## src/hdl/dev_sig_pkg.sv

```systemverilog
// Functional notes
// - Non-packet unit loads signature after every reset and the self-diagnose command.
// - Non-packet signature: count 01h, low 01h, mid 00h, high 00h.
// - Packet unit also loads signature after the targeted soft restart command.
// - Targeted soft restart keeps the unit select bit unchanged.
// - Packet unit answers capability query and block read with the signature.
// - Packet signature: reason 01h, low 01h, length low 14h, high EBh.
// - Packet signature stays unchanged until a command sets the ready flag.
// - Host write to a signature register replaces it and invalidates the signature.
// - Patterns 3Ch/C3h and 69h/96h are reserved and carry no meaning.
// - Lone primary, secondary selected: control register writes still take effect.
// - Lone primary: command block writes except command still take effect.
// - Lone primary: command writes ignored except the self-diagnose command.
// - Lone non-packet primary reads normally, but status reads return 00h.
// - Lone packet primary returns 00h for every task file register read; config and state still read normally.
// - Lone secondary behaves exactly as if the primary unit were present.
// - Parameters are loaded first; the command code write triggers the command.
// - A failing command presents its error output register contents.
// - Status is read only; writes to its address reach the command register.
package dev_sig_pkg;
  // ==========================================================================
  // Register offsets
  localparam logic [7:0] OFS_ERRFEAT    = 8'h00;
  localparam logic [7:0] OFS_COUNT      = 8'h04;
  localparam logic [7:0] OFS_ADDR_LOW   = 8'h08;
  localparam logic [7:0] OFS_ADDR_MID   = 8'h0c;
  localparam logic [7:0] OFS_ADDR_HIGH  = 8'h10;
  localparam logic [7:0] OFS_UNIT_SEL   = 8'h14;
  localparam logic [7:0] OFS_STATUS_CMD = 8'h18;
  localparam logic [7:0] OFS_ALT_CTRL   = 8'h1c;
  localparam logic [7:0] OFS_CONFIG     = 8'h20;
  localparam logic [7:0] OFS_STATE      = 8'h24;
  // ==========================================================================
  // Signature values
  localparam logic [7:0] SIG_COUNT      = 8'h01;
  localparam logic [7:0] SIG_LOW        = 8'h01;
  localparam logic [7:0] SIG_ATA_MID    = 8'h00;
  localparam logic [7:0] SIG_ATA_HIGH   = 8'h00;
  localparam logic [7:0] SIG_PKT_MID    = 8'h14;
  localparam logic [7:0] SIG_PKT_HIGH   = 8'heb;
  // ==========================================================================
  // Command codes and error codes
  localparam logic [7:0] CMD_DIAG       = 8'h90;
  localparam logic [7:0] CMD_DEV_RESET  = 8'h08;
  localparam logic [7:0] CMD_CAP_QUERY  = 8'hec;
  localparam logic [7:0] CMD_READ       = 8'h20;
  localparam logic [7:0] CMD_READ_NR    = 8'h21;
  localparam logic [7:0] ERR_ABORT      = 8'h04;
  localparam logic [7:0] DIAG_PASS      = 8'h01;
  // ==========================================================================
  // Field positions and reset values
  localparam int         UNIT_BIT       = 4;
  localparam int         CTL_SRST       = 2;
  localparam int         CFG_PACKET     = 0;
  localparam int         CFG_UNIT       = 1;
  localparam int         CFG_LONE       = 2;
  localparam logic [2:0] CFG_RESET      = 3'h0;
  localparam logic [7:0] BYTE_RESET     = 8'h00;
  // ==========================================================================
  // Command phase
  typedef enum logic [1:0] {
    PH_IDLE = 2'b00,
    PH_EXEC = 2'b01,
    PH_SRST = 2'b10
  } phase_t;
endpackage

```

## src/hdl/task_file_if.sv

```systemverilog
`timescale 1ns/1ps
interface task_file_if;
  logic        wrEn;
  logic [7:0]  addr;
  logic [31:0] wdata;
  logic [31:0] rdata;
  logic        hit;
  modport port (output wrEn, output addr, output wdata, input rdata, input hit);
  modport core (input wrEn, input addr, input wdata, output rdata, output hit);
endinterface // task_file_if

```

## src/hdl/pin_sync.sv

```systemverilog
`timescale 1ns/1ps
module pin_sync #(
  parameter logic RESET_VALUE = 1'b1
) (
  // Clock and reset
  input  wire logic sys_clk,
  input  wire logic sys_rst,
  // Level in and out
  input  wire logic din,
  output logic      dout
);
  logic stage1;

  always_ff @(posedge sys_clk or posedge sys_rst) begin
    if (sys_rst) begin
      stage1 <= RESET_VALUE;
      dout   <= RESET_VALUE;
    end else begin
      stage1 <= din;
      dout   <= stage1;
    end
  end
endmodule // pin_sync

```

## src/hdl/apb_access_port.sv

```systemverilog
`timescale 1ns/1ps
module apb_access_port (
  // Clock and reset
  input  wire logic        sys_clk,
  input  wire logic        sys_rst,
  // APB slave
  input  wire logic [7:0]  paddr,
  input  wire logic        psel,
  input  wire logic        penable,
  input  wire logic        pwrite,
  input  wire logic [31:0] pwdata,
  output logic [31:0]      prdata,
  output logic             pready,
  output logic             pslverr,
  // Core side
  task_file_if.port        bus
);
  // One wait state: pready rises in the second access cycle
  always_ff @(posedge sys_clk or posedge sys_rst) begin
    if (sys_rst) begin
      pready  <= 1'b0;
      pslverr <= 1'b0;
      prdata  <= 32'h0;
    end else if (psel && penable && !pready) begin
      pready  <= 1'b1;
      pslverr <= !bus.hit;
      prdata  <= (!pwrite && bus.hit) ? bus.rdata : 32'h0;
    end else begin
      pready  <= 1'b0;
      pslverr <= 1'b0;
    end
  end

  // Write takes effect at the edge that completes the transfer
  assign bus.wrEn  = psel && penable && pready && pwrite && bus.hit;
  assign bus.addr  = paddr;
  assign bus.wdata = pwdata;
endmodule // apb_access_port

```

## src/hdl/device_signature_select.sv

```systemverilog
// Added by the designer: the APB interface to the registers and the register offsets.
`timescale 1ns/1ps
module device_signature_select (
  // Clock and reset
  input  wire logic        sys_clk,
  input  wire logic        sys_rst,
  // APB slave
  input  wire logic [7:0]  paddr,
  input  wire logic        psel,
  input  wire logic        penable,
  input  wire logic        pwrite,
  input  wire logic [31:0] pwdata,
  output logic [31:0]      prdata,
  output logic             pready,
  output logic             pslverr,
  // Hardware reset pin, active low
  input  wire logic        hwResetN,
  // Command back end
  output logic             cmdStart,
  output logic [7:0]       cmdCode,
  input  wire logic        cmdDone,
  input  wire logic        cmdFailed,
  input  wire logic [7:0]  failError,
  input  wire logic [7:0]  failCount,
  input  wire logic [7:0]  failLow,
  input  wire logic [7:0]  failMid,
  input  wire logic [7:0]  failHigh
);
  // ==========================================================================
  // Declarations
  task_file_if        bus ();
  dev_sig_pkg::phase_t phase;
  logic               hwResetSync;
  logic               hwActive;
  logic [7:0]         feature;
  logic [7:0]         count;
  logic [7:0]         addrLow;
  logic [7:0]         addrMid;
  logic [7:0]         addrHigh;
  logic [7:0]         unitSel;
  logic [7:0]         errorReg;
  logic [7:0]         devCtl;
  logic [2:0]         cfg;
  logic               ready;
  logic               errFlag;
  logic               sigValid;
  logic               sigPending;
  logic               busy;
  logic               cfgPacket;
  logic               cfgUnit;
  logic               lonePrimary;
  logic               selected;
  logic [7:0]         wd;
  logic               cmdWrite;
  logic               cmdTake;
  logic               doDiag;
  logic               doDevReset;
  logic               doAbortSig;
  logic               doForward;
  logic               srstSet;
  logic               srstRelease;
  logic               loadSig;
  logic               keepUnit;
  logic               execDone;
  logic               sigWrite;
  logic [7:0]         status;
  logic [7:0]         normal;
  logic               taskFileAddr;

  // ==========================================================================
  // Bus port and pin synchroniser
  apb_access_port u_port (
    .sys_clk (sys_clk),
    .sys_rst (sys_rst),
    .paddr   (paddr),
    .psel    (psel),
    .penable (penable),
    .pwrite  (pwrite),
    .pwdata  (pwdata),
    .prdata  (prdata),
    .pready  (pready),
    .pslverr (pslverr),
    .bus     (bus.port)
  );

  // Pin idles high; flops reset high so no false reset follows sys_rst
  pin_sync #(
    .RESET_VALUE (1'b1)
  ) u_hw_sync (
    .sys_clk (sys_clk),
    .sys_rst (sys_rst),
    .din     (hwResetN),
    .dout    (hwResetSync)
  );

  // ==========================================================================
  // Event decode
  assign hwActive    = !hwResetSync;
  assign wd          = bus.wdata[7:0];
  assign cfgPacket   = cfg[dev_sig_pkg::CFG_PACKET];
  assign cfgUnit     = cfg[dev_sig_pkg::CFG_UNIT];
  assign lonePrimary = cfg[dev_sig_pkg::CFG_LONE] && !cfgUnit;
  assign busy        = (phase != dev_sig_pkg::PH_IDLE);
  // Selection by unit number; a lone secondary sees no difference either way
  assign selected    = (unitSel[dev_sig_pkg::UNIT_BIT] == cfgUnit);

  // The status address takes command writes; writing the code starts it
  assign cmdWrite = bus.wrEn && (bus.addr == dev_sig_pkg::OFS_STATUS_CMD);
  // Unselected unit drops commands but still runs self-diagnose
  assign cmdTake  = cmdWrite && !hwActive && (phase == dev_sig_pkg::PH_IDLE)
                    && (selected || (wd == dev_sig_pkg::CMD_DIAG));
  assign doDiag   = cmdTake && (wd == dev_sig_pkg::CMD_DIAG);
  // Targeted soft restart is honoured even while a command runs
  assign doDevReset = cmdWrite && !hwActive && selected && cfgPacket
                      && (phase != dev_sig_pkg::PH_SRST)
                      && (wd == dev_sig_pkg::CMD_DEV_RESET);
  assign doAbortSig = cmdTake && cfgPacket
                      && ((wd == dev_sig_pkg::CMD_CAP_QUERY)
                          || (wd == dev_sig_pkg::CMD_READ)
                          || (wd == dev_sig_pkg::CMD_READ_NR));
  assign doForward  = cmdTake && !doDiag && !doAbortSig
                      && !(cfgPacket && (wd == dev_sig_pkg::CMD_DEV_RESET));

  assign srstSet     = bus.wrEn && (bus.addr == dev_sig_pkg::OFS_ALT_CTRL)
                       && wd[dev_sig_pkg::CTL_SRST];
  assign srstRelease = bus.wrEn && (bus.addr == dev_sig_pkg::OFS_ALT_CTRL)
                       && !wd[dev_sig_pkg::CTL_SRST] && (phase == dev_sig_pkg::PH_SRST);

  // Every reset kind, self-diagnose and the packet commands reload the signature
  assign loadSig  = sigPending || srstRelease || doDiag || doDevReset
                    || doAbortSig;
  assign keepUnit = doDevReset || doAbortSig;
  assign execDone = (phase == dev_sig_pkg::PH_EXEC) && cmdDone;
  assign sigWrite = bus.wrEn && ((bus.addr == dev_sig_pkg::OFS_COUNT)
                    || (bus.addr == dev_sig_pkg::OFS_ADDR_LOW)
                    || (bus.addr == dev_sig_pkg::OFS_ADDR_MID)
                    || (bus.addr == dev_sig_pkg::OFS_ADDR_HIGH));

  // ==========================================================================
  // Reset bookkeeping
  // Requests one more load in the cycle after the synchronised reset pin is released
  always_ff @(posedge sys_clk or posedge sys_rst) begin
    if (sys_rst) begin
      sigPending <= 1'b1;
    end else begin
      sigPending <= hwActive;
    end
  end

  // ==========================================================================
  // Command phase
  // Software reset overrides any running command; its late result is dropped
  always_ff @(posedge sys_clk or posedge sys_rst) begin
    if (sys_rst) begin
      phase <= dev_sig_pkg::PH_IDLE;
    end else if (hwActive) begin
      phase <= dev_sig_pkg::PH_IDLE;
    end else if (srstSet) begin
      phase <= dev_sig_pkg::PH_SRST;
    end else begin
      case (phase)
        dev_sig_pkg::PH_IDLE: begin
          if (doForward) begin
            phase <= dev_sig_pkg::PH_EXEC;
          end
        end
        dev_sig_pkg::PH_EXEC: begin
          if (doDevReset || cmdDone) begin
            phase <= dev_sig_pkg::PH_IDLE;
          end
        end
        dev_sig_pkg::PH_SRST: begin
          if (srstRelease) begin
            phase <= dev_sig_pkg::PH_IDLE;
          end
        end
        default: begin
          phase <= dev_sig_pkg::PH_IDLE;
        end
      endcase
    end
  end

  // ==========================================================================
  // Status flags
  always_ff @(posedge sys_clk or posedge sys_rst) begin
    if (sys_rst) begin
      ready   <= 1'b0;
      errFlag <= 1'b0;
    end else if (hwActive || srstSet) begin
      ready   <= 1'b0;
      errFlag <= 1'b0;
    end else if (loadSig) begin
      // Packet unit stays not-ready after resets, diagnose and soft restart
      ready   <= !cfgPacket || doAbortSig;
      errFlag <= doAbortSig;
    end else if (doForward) begin
      errFlag <= 1'b0;
    end else if (execDone) begin
      ready   <= 1'b1;
      errFlag <= cmdFailed;
    end
  end

  // ==========================================================================
  // Task file bytes
  always_ff @(posedge sys_clk or posedge sys_rst) begin
    if (sys_rst) begin
      feature  <= dev_sig_pkg::BYTE_RESET;
      count    <= dev_sig_pkg::BYTE_RESET;
      addrLow  <= dev_sig_pkg::BYTE_RESET;
      addrMid  <= dev_sig_pkg::BYTE_RESET;
      addrHigh <= dev_sig_pkg::BYTE_RESET;
      unitSel  <= dev_sig_pkg::BYTE_RESET;
      errorReg <= dev_sig_pkg::BYTE_RESET;
    end else if (loadSig) begin
      count    <= dev_sig_pkg::SIG_COUNT;
      addrLow  <= dev_sig_pkg::SIG_LOW;
      // Only the two defined patterns are produced, never the reserved ones
      addrMid  <= cfgPacket ? dev_sig_pkg::SIG_PKT_MID : dev_sig_pkg::SIG_ATA_MID;
      addrHigh <= cfgPacket ? dev_sig_pkg::SIG_PKT_HIGH : dev_sig_pkg::SIG_ATA_HIGH;
      errorReg <= doAbortSig ? dev_sig_pkg::ERR_ABORT : dev_sig_pkg::DIAG_PASS;
      if (!keepUnit) begin
        unitSel <= dev_sig_pkg::BYTE_RESET;
      end
    end else if (execDone && cmdFailed) begin
      // Failing command leaves its error output contents
      errorReg <= failError;
      count    <= failCount;
      addrLow  <= failLow;
      addrMid  <= failMid;
      addrHigh <= failHigh;
    end else if (bus.wrEn) begin
      // Host writes land whichever unit is selected
      case (bus.addr)
        dev_sig_pkg::OFS_ERRFEAT:   feature  <= wd;
        dev_sig_pkg::OFS_COUNT:     count    <= wd;
        dev_sig_pkg::OFS_ADDR_LOW:  addrLow  <= wd;
        dev_sig_pkg::OFS_ADDR_MID:  addrMid  <= wd;
        dev_sig_pkg::OFS_ADDR_HIGH: addrHigh <= wd;
        dev_sig_pkg::OFS_UNIT_SEL:  unitSel  <= wd;
        default: begin
        end
      endcase
    end
  end

  // ==========================================================================
  // Signature validity
  // A load wins over a host write landing in the same cycle
  always_ff @(posedge sys_clk or posedge sys_rst) begin
    if (sys_rst) begin
      sigValid <= 1'b0;
    end else if (loadSig) begin
      sigValid <= 1'b1;
    end else if (sigWrite || (execDone && cmdFailed)) begin
      sigValid <= 1'b0;
    end
  end

  // ==========================================================================
  // Device control and configuration
  always_ff @(posedge sys_clk or posedge sys_rst) begin
    if (sys_rst) begin
      devCtl <= dev_sig_pkg::BYTE_RESET;
    end else if (hwActive) begin
      devCtl <= dev_sig_pkg::BYTE_RESET;
    end else if (bus.wrEn && (bus.addr == dev_sig_pkg::OFS_ALT_CTRL)) begin
      devCtl <= wd;
    end
  end

  // Configuration survives the reset pin; only sys_rst clears it
  always_ff @(posedge sys_clk or posedge sys_rst) begin
    if (sys_rst) begin
      cfg <= dev_sig_pkg::CFG_RESET;
    end else if (bus.wrEn && (bus.addr == dev_sig_pkg::OFS_CONFIG)) begin
      cfg <= wd[2:0];
    end
  end

  // ==========================================================================
  // Back end command issue
  // Code holds the last forwarded command until the next one
  always_ff @(posedge sys_clk or posedge sys_rst) begin
    if (sys_rst) begin
      cmdStart <= 1'b0;
      cmdCode  <= dev_sig_pkg::BYTE_RESET;
    end else begin
      cmdStart <= doForward;
      if (doForward) begin
        cmdCode <= wd;
      end
    end
  end

  // ==========================================================================
  // Read path
  // Config and state answer for either unit; task file reads follow selection
  assign status = {busy, ready, 5'b00000, errFlag};

  always_comb begin
    normal       = 8'h00;
    taskFileAddr = 1'b1;
    bus.hit      = 1'b1;
    case (bus.addr)
      dev_sig_pkg::OFS_ERRFEAT:    normal = errorReg;
      dev_sig_pkg::OFS_COUNT:      normal = count;
      dev_sig_pkg::OFS_ADDR_LOW:   normal = addrLow;
      dev_sig_pkg::OFS_ADDR_MID:   normal = addrMid;
      dev_sig_pkg::OFS_ADDR_HIGH:  normal = addrHigh;
      dev_sig_pkg::OFS_UNIT_SEL:   normal = unitSel;
      dev_sig_pkg::OFS_STATUS_CMD: normal = status;
      dev_sig_pkg::OFS_ALT_CTRL:   normal = status;
      dev_sig_pkg::OFS_CONFIG: begin
        normal       = {5'b00000, cfg};
        taskFileAddr = 1'b0;
      end
      dev_sig_pkg::OFS_STATE: begin
        normal       = {5'b00000, selected, busy, sigValid};
        taskFileAddr = 1'b0;
      end
      default: begin
        bus.hit      = 1'b0;
        taskFileAddr = 1'b0;
      end
    endcase
  end

  // Unselected units read zero from the task file unless the lone primary rules say otherwise
  always_comb begin
    bus.rdata = 32'h0;
    if (!taskFileAddr || selected) begin
      bus.rdata = {24'h0, normal};
    end else if (lonePrimary && !cfgPacket
                 && (bus.addr != dev_sig_pkg::OFS_STATUS_CMD)
                 && (bus.addr != dev_sig_pkg::OFS_ALT_CTRL)) begin
      bus.rdata = {24'h0, normal};
    end else begin
      // Packet lone primary, status reads and unselected units give zero
      bus.rdata = 32'h0;
    end
  end
endmodule // device_signature_select

```

## config.mk

```make
export PLATFORM = sky130hd
export DESIGN_NAME = device_signature_select
export DESIGN_NICKNAME = d
export VERILOG_FILES = /design/src/hdl/dev_sig_pkg.sv /design/src/hdl/task_file_if.sv /design/src/hdl/pin_sync.sv /design/src/hdl/apb_access_port.sv /design/src/hdl/device_signature_select.sv
export SDC_FILE = /design/constraint.sdc
export NUM_CORES = 1
export LEC_CHECK = 0
export ABC_AREA = 1
export ABC_CLOCK_PERIOD_IN_PS = 5050
export BUFFER_PORTS_ARGS = -buffer_cell sky130_fd_sc_hd__buf_2
export CAP_MARGIN = 20
export CORE_MARGIN = 4
export CORE_UTILIZATION = 40
export CTS_BUF_LIST = sky130_fd_sc_hd__clkbuf_16
export DETAILED_ROUTE_END_ITERATION = 12
export PLACE_DENSITY_LB_ADDON = 0.1
export SYNTH_ARGS = -nofsm -noshare
export SYNTH_HDL_FRONTEND = slang
export SYNTH_SLANG_ARGS = --single-unit
```

## constraint.sdc

```tcl
create_clock -name sys_clk -period 5.05 [get_ports sys_clk]
set_input_delay 0.2525 -clock sys_clk [delete_from_list [all_inputs] [get_ports sys_clk]]
set_output_delay 0.2525 -clock sys_clk [all_outputs]
set_load 0.02 [all_outputs]
```

==> results of run 1 <==
[worst register-to-register path, stage by stage (launching register included)]
cell and delay, ns:
sky130_fd_sc_hd__dfrtp_1 0.50, sky130_fd_sc_hd__nand2_1 0.12, sky130_fd_sc_hd__nor2_1 0.13, sky130_fd_sc_hd__nand2_4 0.19
sky130_fd_sc_hd__inv_2 0.08, sky130_fd_sc_hd__nand4_2 0.27, sky130_fd_sc_hd__nand2_2 0.14, sky130_fd_sc_hd__nor2_4 0.59
sky130_fd_sc_hd__nand3_1 0.46, sky130_fd_sc_hd__nand2_1 0.17, sky130_fd_sc_hd__nand2_1 0.06
[logic make-up after synthesis]
logic type	Yosys count
AOI/OAI and AO/OA	77
xor gates and xnor gates	1
buffers and inverters	98
DFF	78
other	1
and+or+nand+nor	380
[metal layers]
metal	up-vias	routed length, µm
li1	2194	-
met1	2031	6270
met2	161	6460
met3	23	803
met4	0	377
met5	-	0
[through the flow]
step           worst slack, ns  instances  power [mW]  util [%]  instance area [µm²]
6_report                  2.22        859        1.50      47.7                 5470
5_1_grt                   1.94        859        1.57      47.7                 5470
4_1_cts                   2.24        857        1.51      47.3                 5430
3_5_place_dp              2.01        841       0.804      44.5                 5100
3_3_place_gp              2.02        841       0.802      44.5                 5100
2_1_floorplan             2.81        658       0.768         -                 4810
[worst paths after layout]
| path | start | to | slack [ns] | depth (start not counted) |
|---|---|---|---|---|
| worst max register to register | u_port.pready$_DFF_PP0_ | addrHigh[7]$_DFFE_PP0P_ | 2.22 | 10 |
| worst max-delay path | u_port.pready$_DFF_PP0_ | addrHigh[7]$_DFFE_PP0P_ | 2.22 | 10 |
| worst min-delay path | hwResetN | u_hw_sync.stage1$_DFF_PP1_ | 0.01 | 1 |
| min in group asynchronous | sys_rst | phase[1]$_DFFE_PP0P_ | 0.44 | 4 |
| max in group asynchronous | sys_rst | addrHigh[5]$_DFFE_PP0P_ | 4.03 | 5 |
| worst min register to register | u_hw_sync.stage1$_DFF_PP1_ | u_hw_sync.dout$_DFF_PP1_ | 0.36 | 0 |
[power by group through the flow]
stage / registers [mW] / clock network (mW) / logic, mW
floorplan: 0.660 / 0 / 0.107
global placement: 0.663 / 0 / 0.139
detailed placement: 0.664 / 0 / 0.141
CTS: 0.652 / 0.718 / 0.141
global route: 0.654 / 0.750 / 0.163
finish: 0.652 / 0.706 / 0.144
[flip-flops by register name, indices dropped and copies added, names as in the netlist, 2 cells and up]
name / flops
errorReg: 8
unitSel: 8
cmdCode: 8
phase: 2
addrMid: 8
u_port.prdata: 8
addrLow: 8
count: 8
addrHigh: 8
cfg: 3
[repair_timing]
action / in CTS / in global routing
hold buffers: 0 / 1
endpoints found under the setup margin: 0 / 0
gates resized for setup: 0 / 0
buffers inserted: 0 / 0
hold endpoints to repair: 0 / 8
[cell usage after synthesis, drive strengths merged]
master / number
dfstp: 3
o311ai: 2
conb: 1
nor2: 44
clkbuf: 7
clkinv: 2
buf: 37
nor4: 4
xnor2: 1
a221oi: 9
o211ai: 16
a21oi: 15
nand3b: 1
o21ai: 32
nand3: 52
a211oi: 1
nand2: 243
o22ai: 1
and2: 1
nand4: 29
o2111ai: 1
dfrtp: 75
nor3: 6
inv: 52
[cell type report]
cell class                 count  area, µm²  area share, %
tap                          143        179           3.27
clock inverter                 7       97.6           1.79
timing repair buffer          86        463           8.47
multi-input combinational    482       2340           42.9
clock buffer                   9        225           4.12
sequential                    78       1960           35.8
inverter                      54        203           3.71
==> summary.txt, run 1 <==
Run status
  • Result of the run: complete, no violations

Timing
  • Setup TNS after final layout: 0 ns
  • Final number of hold-violating endpoints: 0
  • Final hold slack: 0.0147 ns
  • Worst slew slack as a fraction of its limit: 41.2%
  • Unrepaired setup endpoints after global routing: false
  • Clock skew: 0.00620 ns
  • Final period demand of the worst path: 2.83 ns
  • Tightest Pin Transition: 0.879 ns
  • Final Max Slew Viols: 0
  • Number of failing setup endpoints in the final timing report: 0
  • Fmax: 353 MHz
  • Ratio of final minimum period to clock period: 56.1%

Power and ir drop
  • Flop pwr share: 43.4%
  • Relative contribution of the clock network to total power: 47.0%
  • Worst ir drop on vdd: 0.131 mV
  • Portion of total power attributed to combinational logic: 9.6%
  • Leakage: 2.96 nW
  • Switching share of power: 25.4%
  • Net switching power: 0.382 mW
  • Power density cells: 275 nW/µm²
  • P_int: 1.12 mW

Detailed routing
  • Drt wl/cell: 16.2 µm
  • Violation count after the first detailed-routing iteration: 357
  • Via count normalized by instance count: 5.13
  • Total number of vias: 4409
  • Total iterations of the first detailed-routing run: 5
  • DRT Wirelength: 13900 µm
  • Number of remaining DRC errors: 0
  • Remaining antenna violation count after routing: 0

Synth
  • Register bit total from synthesis: 78
  • Compound-Gate Fraction of Synth Area: 10.0%
  • Xor/xnor cell area share of the yosys netlist: 0.185%
  • Yosys top cell area share: 39.7%
  • Adder-Cell Fraction of Synth Area: 0%
  • Cell count after synthesis: 635
  • Biggest area contributors in the synthesized netlist: sky130_fd_sc_hd__dfrtp_1 40%, sky130_fd_sc_hd__nand2_1 18%, sky130_fd_sc_hd__nand3_1 5.3%
  • Number of different library cells in the post-synthesis netlist: 38
  • Combinational family with the most area after synthesis: simple AND/OR/NAND/NOR gates
  • Total standard cell area after synthesis: 4720 µm²
  • Sequential area share after synthesis: 41.4%
  • Mux contribution to synthesized area: 0%
  • Simple-gate share of the synthesized area: 37.4%
  • Post-synthesis cell type with the largest combined area: sky130_fd_sc_hd__dfrtp_1
  • Mean instance size in the synthesized netlist: 7.44 µm²
  • Warnings from Yosys: 0

Place
  • Placer congestion estimate: 0.891
  • Post-DP HPWL: 10200 µm
  • Count of input and output buffers: 82

Floorplan
  • Initial Utilization: 41.2%
  • Vertical die dimension: 117 µm
  • Core area: 11500 µm²
  • Width of the die: 117 µm
  • Boundary pin count: 131
  • FP Rows: 39
  • Die outline area: 13600 µm²

Setup path
  • Largest delay share family, worst path: simple AND/OR/NAND/NOR gates
  • Series of cell instances along the critical path: nand2_1 > nor2_1 > nand2_4 > inv_2 > nand4_2 > nand2_2 > nor2_4 > nand3_1 > nand2_1 > nand2_1
  • Critical path class: reg2reg
  • Category of the worst setup path capture point: flip-flop
  • Number of buffer and inverter stages on the critical path: 1
  • Critical path's largest stage delay: 0.59 ns
  • Arrival @ worst endpoint: 3.06 ns
  • Crit-path slowest cell: sky130_fd_sc_hd__nor2_4
  • Maximum fanout along the worst path: 31
  • Required time of the critical path: 5.28 ns
  • Most Frequent Cell on Critical Path: sky130_fd_sc_hd__nand2_1
  • Kind of launch point of the worst setup path: flip-flop

Clock network
  • Cts bufs inserted: 9
  • Source-to-sink clock delay at the later pin of the worst-skew pair: 0.34 ns
  • Clock tree from TritonCTS: built
  • Clk root buf: sky130_fd_sc_hd__clkbuf_16
  • Clock-pin transition on the worst setup and hold timing paths: 0.06 ns
  • Depth of the CTS H-tree: 3
  • Maximum count of clock buffers along a single path: 2
  • Number of sinks driven by the clock tree: 78

Finish
  • Commonest non-fill, non-tap cell in the layout: sky130_fd_sc_hd__nand2_1
  • Layout overhead on the synthesized area: 15.7%
  • Final Net Count: 799
  • Number of fill cells: 1212
  • Commonest non-fill, non-tap cells in the layout: 228 x sky130_fd_sc_hd__nand2_1, 82 x sky130_fd_sc_hd__buf_2, 75 x sky130_fd_sc_hd__dfrtp_1
  • Share of layout cells above drive strength 1: 20.9%
  • # diodes: 0

Min path
  • Worst min-delay path class: in2reg

GRT
  • Total Routing Usage GR: 21.4%
  • First-pass GRT wire length: 22200 µm
  • Met3 Usage GRT: 3.01%
  • Global-route met1 utilization: 28.9%
  • GR Util met2: 34.4%
  • Most utilized layer in the global route result: met2
  • Sum of overflow across all layers after global routing: 0
  • Antenna violations before repair: 0
  • Maximum number of pins on one net before global-route repair: 79
  • Vias in the first global route: 4237

Run
  • MaxCap Viol Count: 0
Note: power is estimated with default switching activity, not from simulation.
==> run 2: changes to the inputs <==
--- a/config.mk
+++ b/config.mk
@@ -5,8 +5,8 @@
 export SDC_FILE = /design/constraint.sdc
 export NUM_CORES = 1
 export LEC_CHECK = 0
-export ABC_AREA = 1
-export ABC_CLOCK_PERIOD_IN_PS = 5050
+export ABC_AREA = 0
+export ABC_CLOCK_PERIOD_IN_PS = 2800
 export BUFFER_PORTS_ARGS = -buffer_cell sky130_fd_sc_hd__buf_2
 export CAP_MARGIN = 20
 export CORE_MARGIN = 4
==> constraint.sdc (replaced) <==
create_clock -name sys_clk -period 2.8 [get_ports sys_clk]
set_input_delay 0.14 -clock sys_clk [delete_from_list [all_inputs] [get_ports sys_clk]]
set_output_delay 0.14 -clock sys_clk [all_outputs]
set_load 0.02 [all_outputs]
==> run 2 against run 1 <==
  * Sequential share of layout area increased by 0.85 points
  * Register-to-register slack got worse by 1.7 ns
  * Total power increased by 81%
  * Cell count decreased by 20%
  * Via count decreased by 13%
  * Largest cell class unchanged
==> summary.txt, run 2 <==
Run status
  • Result of the run: complete, no violations

Detailed routing
  • Drt wl/cell: 19.4 µm
  • Via count normalized by instance count: 5.58
  • Total number of vias: 3842
  • Violation count after the first detailed-routing iteration: 222
  • DRT Wirelength: 13400 µm
  • Total iterations of the first detailed-routing run: 5
  • Remaining antenna violation count after routing: 0
  • Number of remaining DRC errors: 0

Power and ir drop
  • Net switching power: 0.649 mW
  • Power density cells: 510 nW/µm²
  • Flop pwr share: 41.9%
  • Worst ir drop on vdd: 0.300 mV
  • Final total power: 2.72 mW
  • Leakage: 2.40 nW
  • Switching share of power: 23.8%
  • Relative contribution of the clock network to total power: 49.7%
  • P_int: 2.07 mW
  • Portion of total power attributed to combinational logic: 8.4%

Finish
  • Number of fill cells: 1057
  • Post-Layout Cell Count: 689
  • Layout overhead on the synthesized area: 20.3%
  • Storage cell area: 1960 µm²
  • Multi-input combinational cell area: 2230 µm²
  • Commonest non-fill, non-tap cell in the layout: sky130_fd_sc_hd__buf_2
  • # diodes: 0
  • Share of layout cells above drive strength 1: 26.4%
  • Commonest non-fill, non-tap cells in the layout: 82 x sky130_fd_sc_hd__buf_2, 75 x sky130_fd_sc_hd__dfrtp_1, 50 x sky130_fd_sc_hd__nand2_1
  • Final Net Count: 632

Clock network
  • Maximum count of clock buffers along a single path: 2
  • Clk root buf: sky130_fd_sc_hd__clkbuf_16
  • Clock-pin transition on the worst setup and hold timing paths: 0.07 ns
  • Depth of the CTS H-tree: 3
  • Number of sinks driven by the clock tree: 78
  • Cts bufs inserted: 9
  • Clock tree from TritonCTS: built
  • Source-to-sink clock delay at the later pin of the worst-skew pair: 0.34 ns

Setup path
  • Maximum fanout along the worst path: 8
  • Critical path class: reg2reg
  • Category of the worst setup path capture point: flip-flop
  • Worst setup path startpoint: u_port.pready$_DFF_PP0_
  • Setup crit end: addrMid[4]$_DFFE_PP0P_
  • Arrival @ worst endpoint: 2.54 ns
  • Required time of the critical path: 3.07 ns
  • Slack of the worst reg-to-reg path: 0.54 ns
  • Reg-to-Reg End: addrMid[4]$_DFFE_PP0P_
  • Cells on worst reg2reg path: 6
  • Kind of launch point of the worst setup path: flip-flop
  • Origin of the critical flop-to-flop path: u_port.pready$_DFF_PP0_

Synth
  • Total standard cell area after synthesis: 4440 µm²
  • Cell count after synthesis: 456
  • Most numerous cell in the Yosys netlist: sky130_fd_sc_hd__dfrtp_1
  • Biggest area contributors in the synthesized netlist: sky130_fd_sc_hd__dfrtp_1 42%, sky130_fd_sc_hd__mux2i_1 8.3%, sky130_fd_sc_hd__buf_4 4.6%
  • Post-synthesis cell type with the largest combined area: sky130_fd_sc_hd__dfrtp_1
  • Post-synth EDFFs: 0
  • Mean instance size in the synthesized netlist: 9.73 µm²
  • Number of different library cells in the post-synthesis netlist: 67
  • Commonest register cell after synthesis: sky130_fd_sc_hd__dfrtp_1
  • Yosys top cell area share: 42.3%
  • Sequential area share after synthesis: 44.1%
  • Commonest cells in the synthesized netlist: 75 x sky130_fd_sc_hd__dfrtp_1, 51 x sky130_fd_sc_hd__nand2_1, 44 x sky130_fd_sc_hd__nor2_1, 37 x sky130_fd_sc_hd__mux2i_1, 27 x sky130_fd_sc_hd__buf_4
  • Warnings from Yosys: 0
  • Register bit total from synthesis: 78
  • Async SR Flop Fraction: 100%

Timing
  • Final period demand of the worst path: 2.26 ns
  • Unrepaired setup endpoints after global routing: false
  • Fmax: 442 MHz
  • Clock skew: 0.0101 ns
  • Tightest Pin Transition: 0.737 ns
  • Ratio of final minimum period to clock period: 80.8%
  • Final number of hold-violating endpoints: 0
  • Number of failing setup endpoints in the final timing report: 0
  • Setup TNS after final layout: 0 ns
  • Worst slew slack as a fraction of its limit: 50.4%
  • Final Max Slew Viols: 0

Floorplan
  • Initial Utilization: 40.9%
  • Core area: 10800 µm²
  • Die outline area: 12800 µm²
  • Width of the die: 113 µm
  • Vertical die dimension: 113 µm
  • FP Rows: 38
  • Boundary pin count: 131

GRT
  • Total Routing Usage GR: 21.1%
  • Sum of overflow across all layers after global routing: 0
  • First-pass GRT wire length: 21000 µm
  • Maximum number of pins on one net before global-route repair: 79
  • Antenna violations before repair: 0
  • Vias in the first global route: 3864

Place
  • Placer congestion estimate: 0.893
  • Placed Cells: 670
  • Count of input and output buffers: 82
  • Post-DP HPWL: 9510 µm

Min path
  • Worst min-delay path class: in2reg
  • Min-Delay Startpoint: failError[3]

Run
  • MaxCap Viol Count: 0
[run 2: metrics by stage]
step           util, %  worst slack, ns  instance area [µm²]  hold slack (ns)
3_3_place_gp      45.9            0.474                 4970            0.249
5_1_grt           49.2            0.398                 5340           0.0337
4_1_cts           49.2            0.536                 5330           0.0265
6_report          49.2            0.536                 5340           0.0256
3_5_place_dp      45.9            0.431                 4970            0.246
2_1_floorplan        -            0.650                 4520            0.144
[run 2: kinds of logic after synthesis]
| kind of cell | count (synthesis) | synth area share [%] |
|---|---|---|
| AO/OA/AOI/OAI | 123 | 19.3 |
| XOR/XNOR | 1 | 0.197 |
| other | 1 | 0.0845 |
| flip-flops | 78 | 44.1 |
| AND/OR/NAND/NOR | 154 | 19.2 |
| multiplexers | 42 | 9.62 |
| buffers and inverters | 57 | 7.56 |
[run 2: critical path, stage by stage, from the launching register on]
cell and delay, ns:
sky130_fd_sc_hd__dfrtp_1 0.37, sky130_fd_sc_hd__and4_1 0.29, sky130_fd_sc_hd__nand4_2 0.37, sky130_fd_sc_hd__nor3_4 0.61, sky130_fd_sc_hd__mux2i_1 0.18, sky130_fd_sc_hd__a211o_1 0.32
sky130_fd_sc_hd__nand2_1 0.06
[run 2: cell type report]
type | count | share of cell area, %
Multi-Input combinational cell | 344 | 41.9
Sequential cell | 78 | 36.6
Timing Repair Buffer | 102 | 11.2
Clock buffer | 9 | 4.22
Tap cell | 140 | 3.28
Clock inverter | 7 | 2.13
Inverter | 9 | 0.633
[run 2: timing repair]
item	in CTS	in global routing
hold endpoints to repair	76	0
endpoints found under the setup margin	0	0
hold buffers	2	0
setup buffers	0	0
gates resized for setup	0	0
[run 2: worst min path at each step]
stage                                       endpoint  slack (ns)  depth (start not counted)
after detailed placement  u_hw_sync.stage1$_DFF_PP1_        0.25                          1
after CTS                    errorReg[3]$_DFFE_PP0P_        0.03                          3
final                        errorReg[3]$_DFFE_PP0P_        0.03                          3
after floorplan           u_hw_sync.stage1$_DFF_PP1_        0.14                          0
after global routing         errorReg[1]$_DFFE_PP0P_        0.03                          3
after global placement    u_hw_sync.stage1$_DFF_PP1_        0.25                          1
[run 2: power groups by stage]
stage / Combinational [mW] / Sequential (mW) / Clock (mW)
detailed placement: 0.226 / 1.16 / 0
global route: 0.250 / 1.14 / 1.42
global placement: 0.224 / 1.16 / 0
floorplan: 0.144 / 1.16 / 0
CTS: 0.229 / 1.14 / 1.37
finish: 0.228 / 1.14 / 1.35
[run 2: per-layer routing]
| metal | GRT usage (%) | wire length, µm | vias up |
|---|---|---|---|
| li1 | - | - | 1810 |
| met1 | 29.7 | 6050 | 1879 |
| met2 | 32.8 | 6340 | 134 |
| met3 | 3.10 | 682 | 19 |
| met4 | 8.41 | 306 | 0 |
| met5 | 0 | 0 | - |
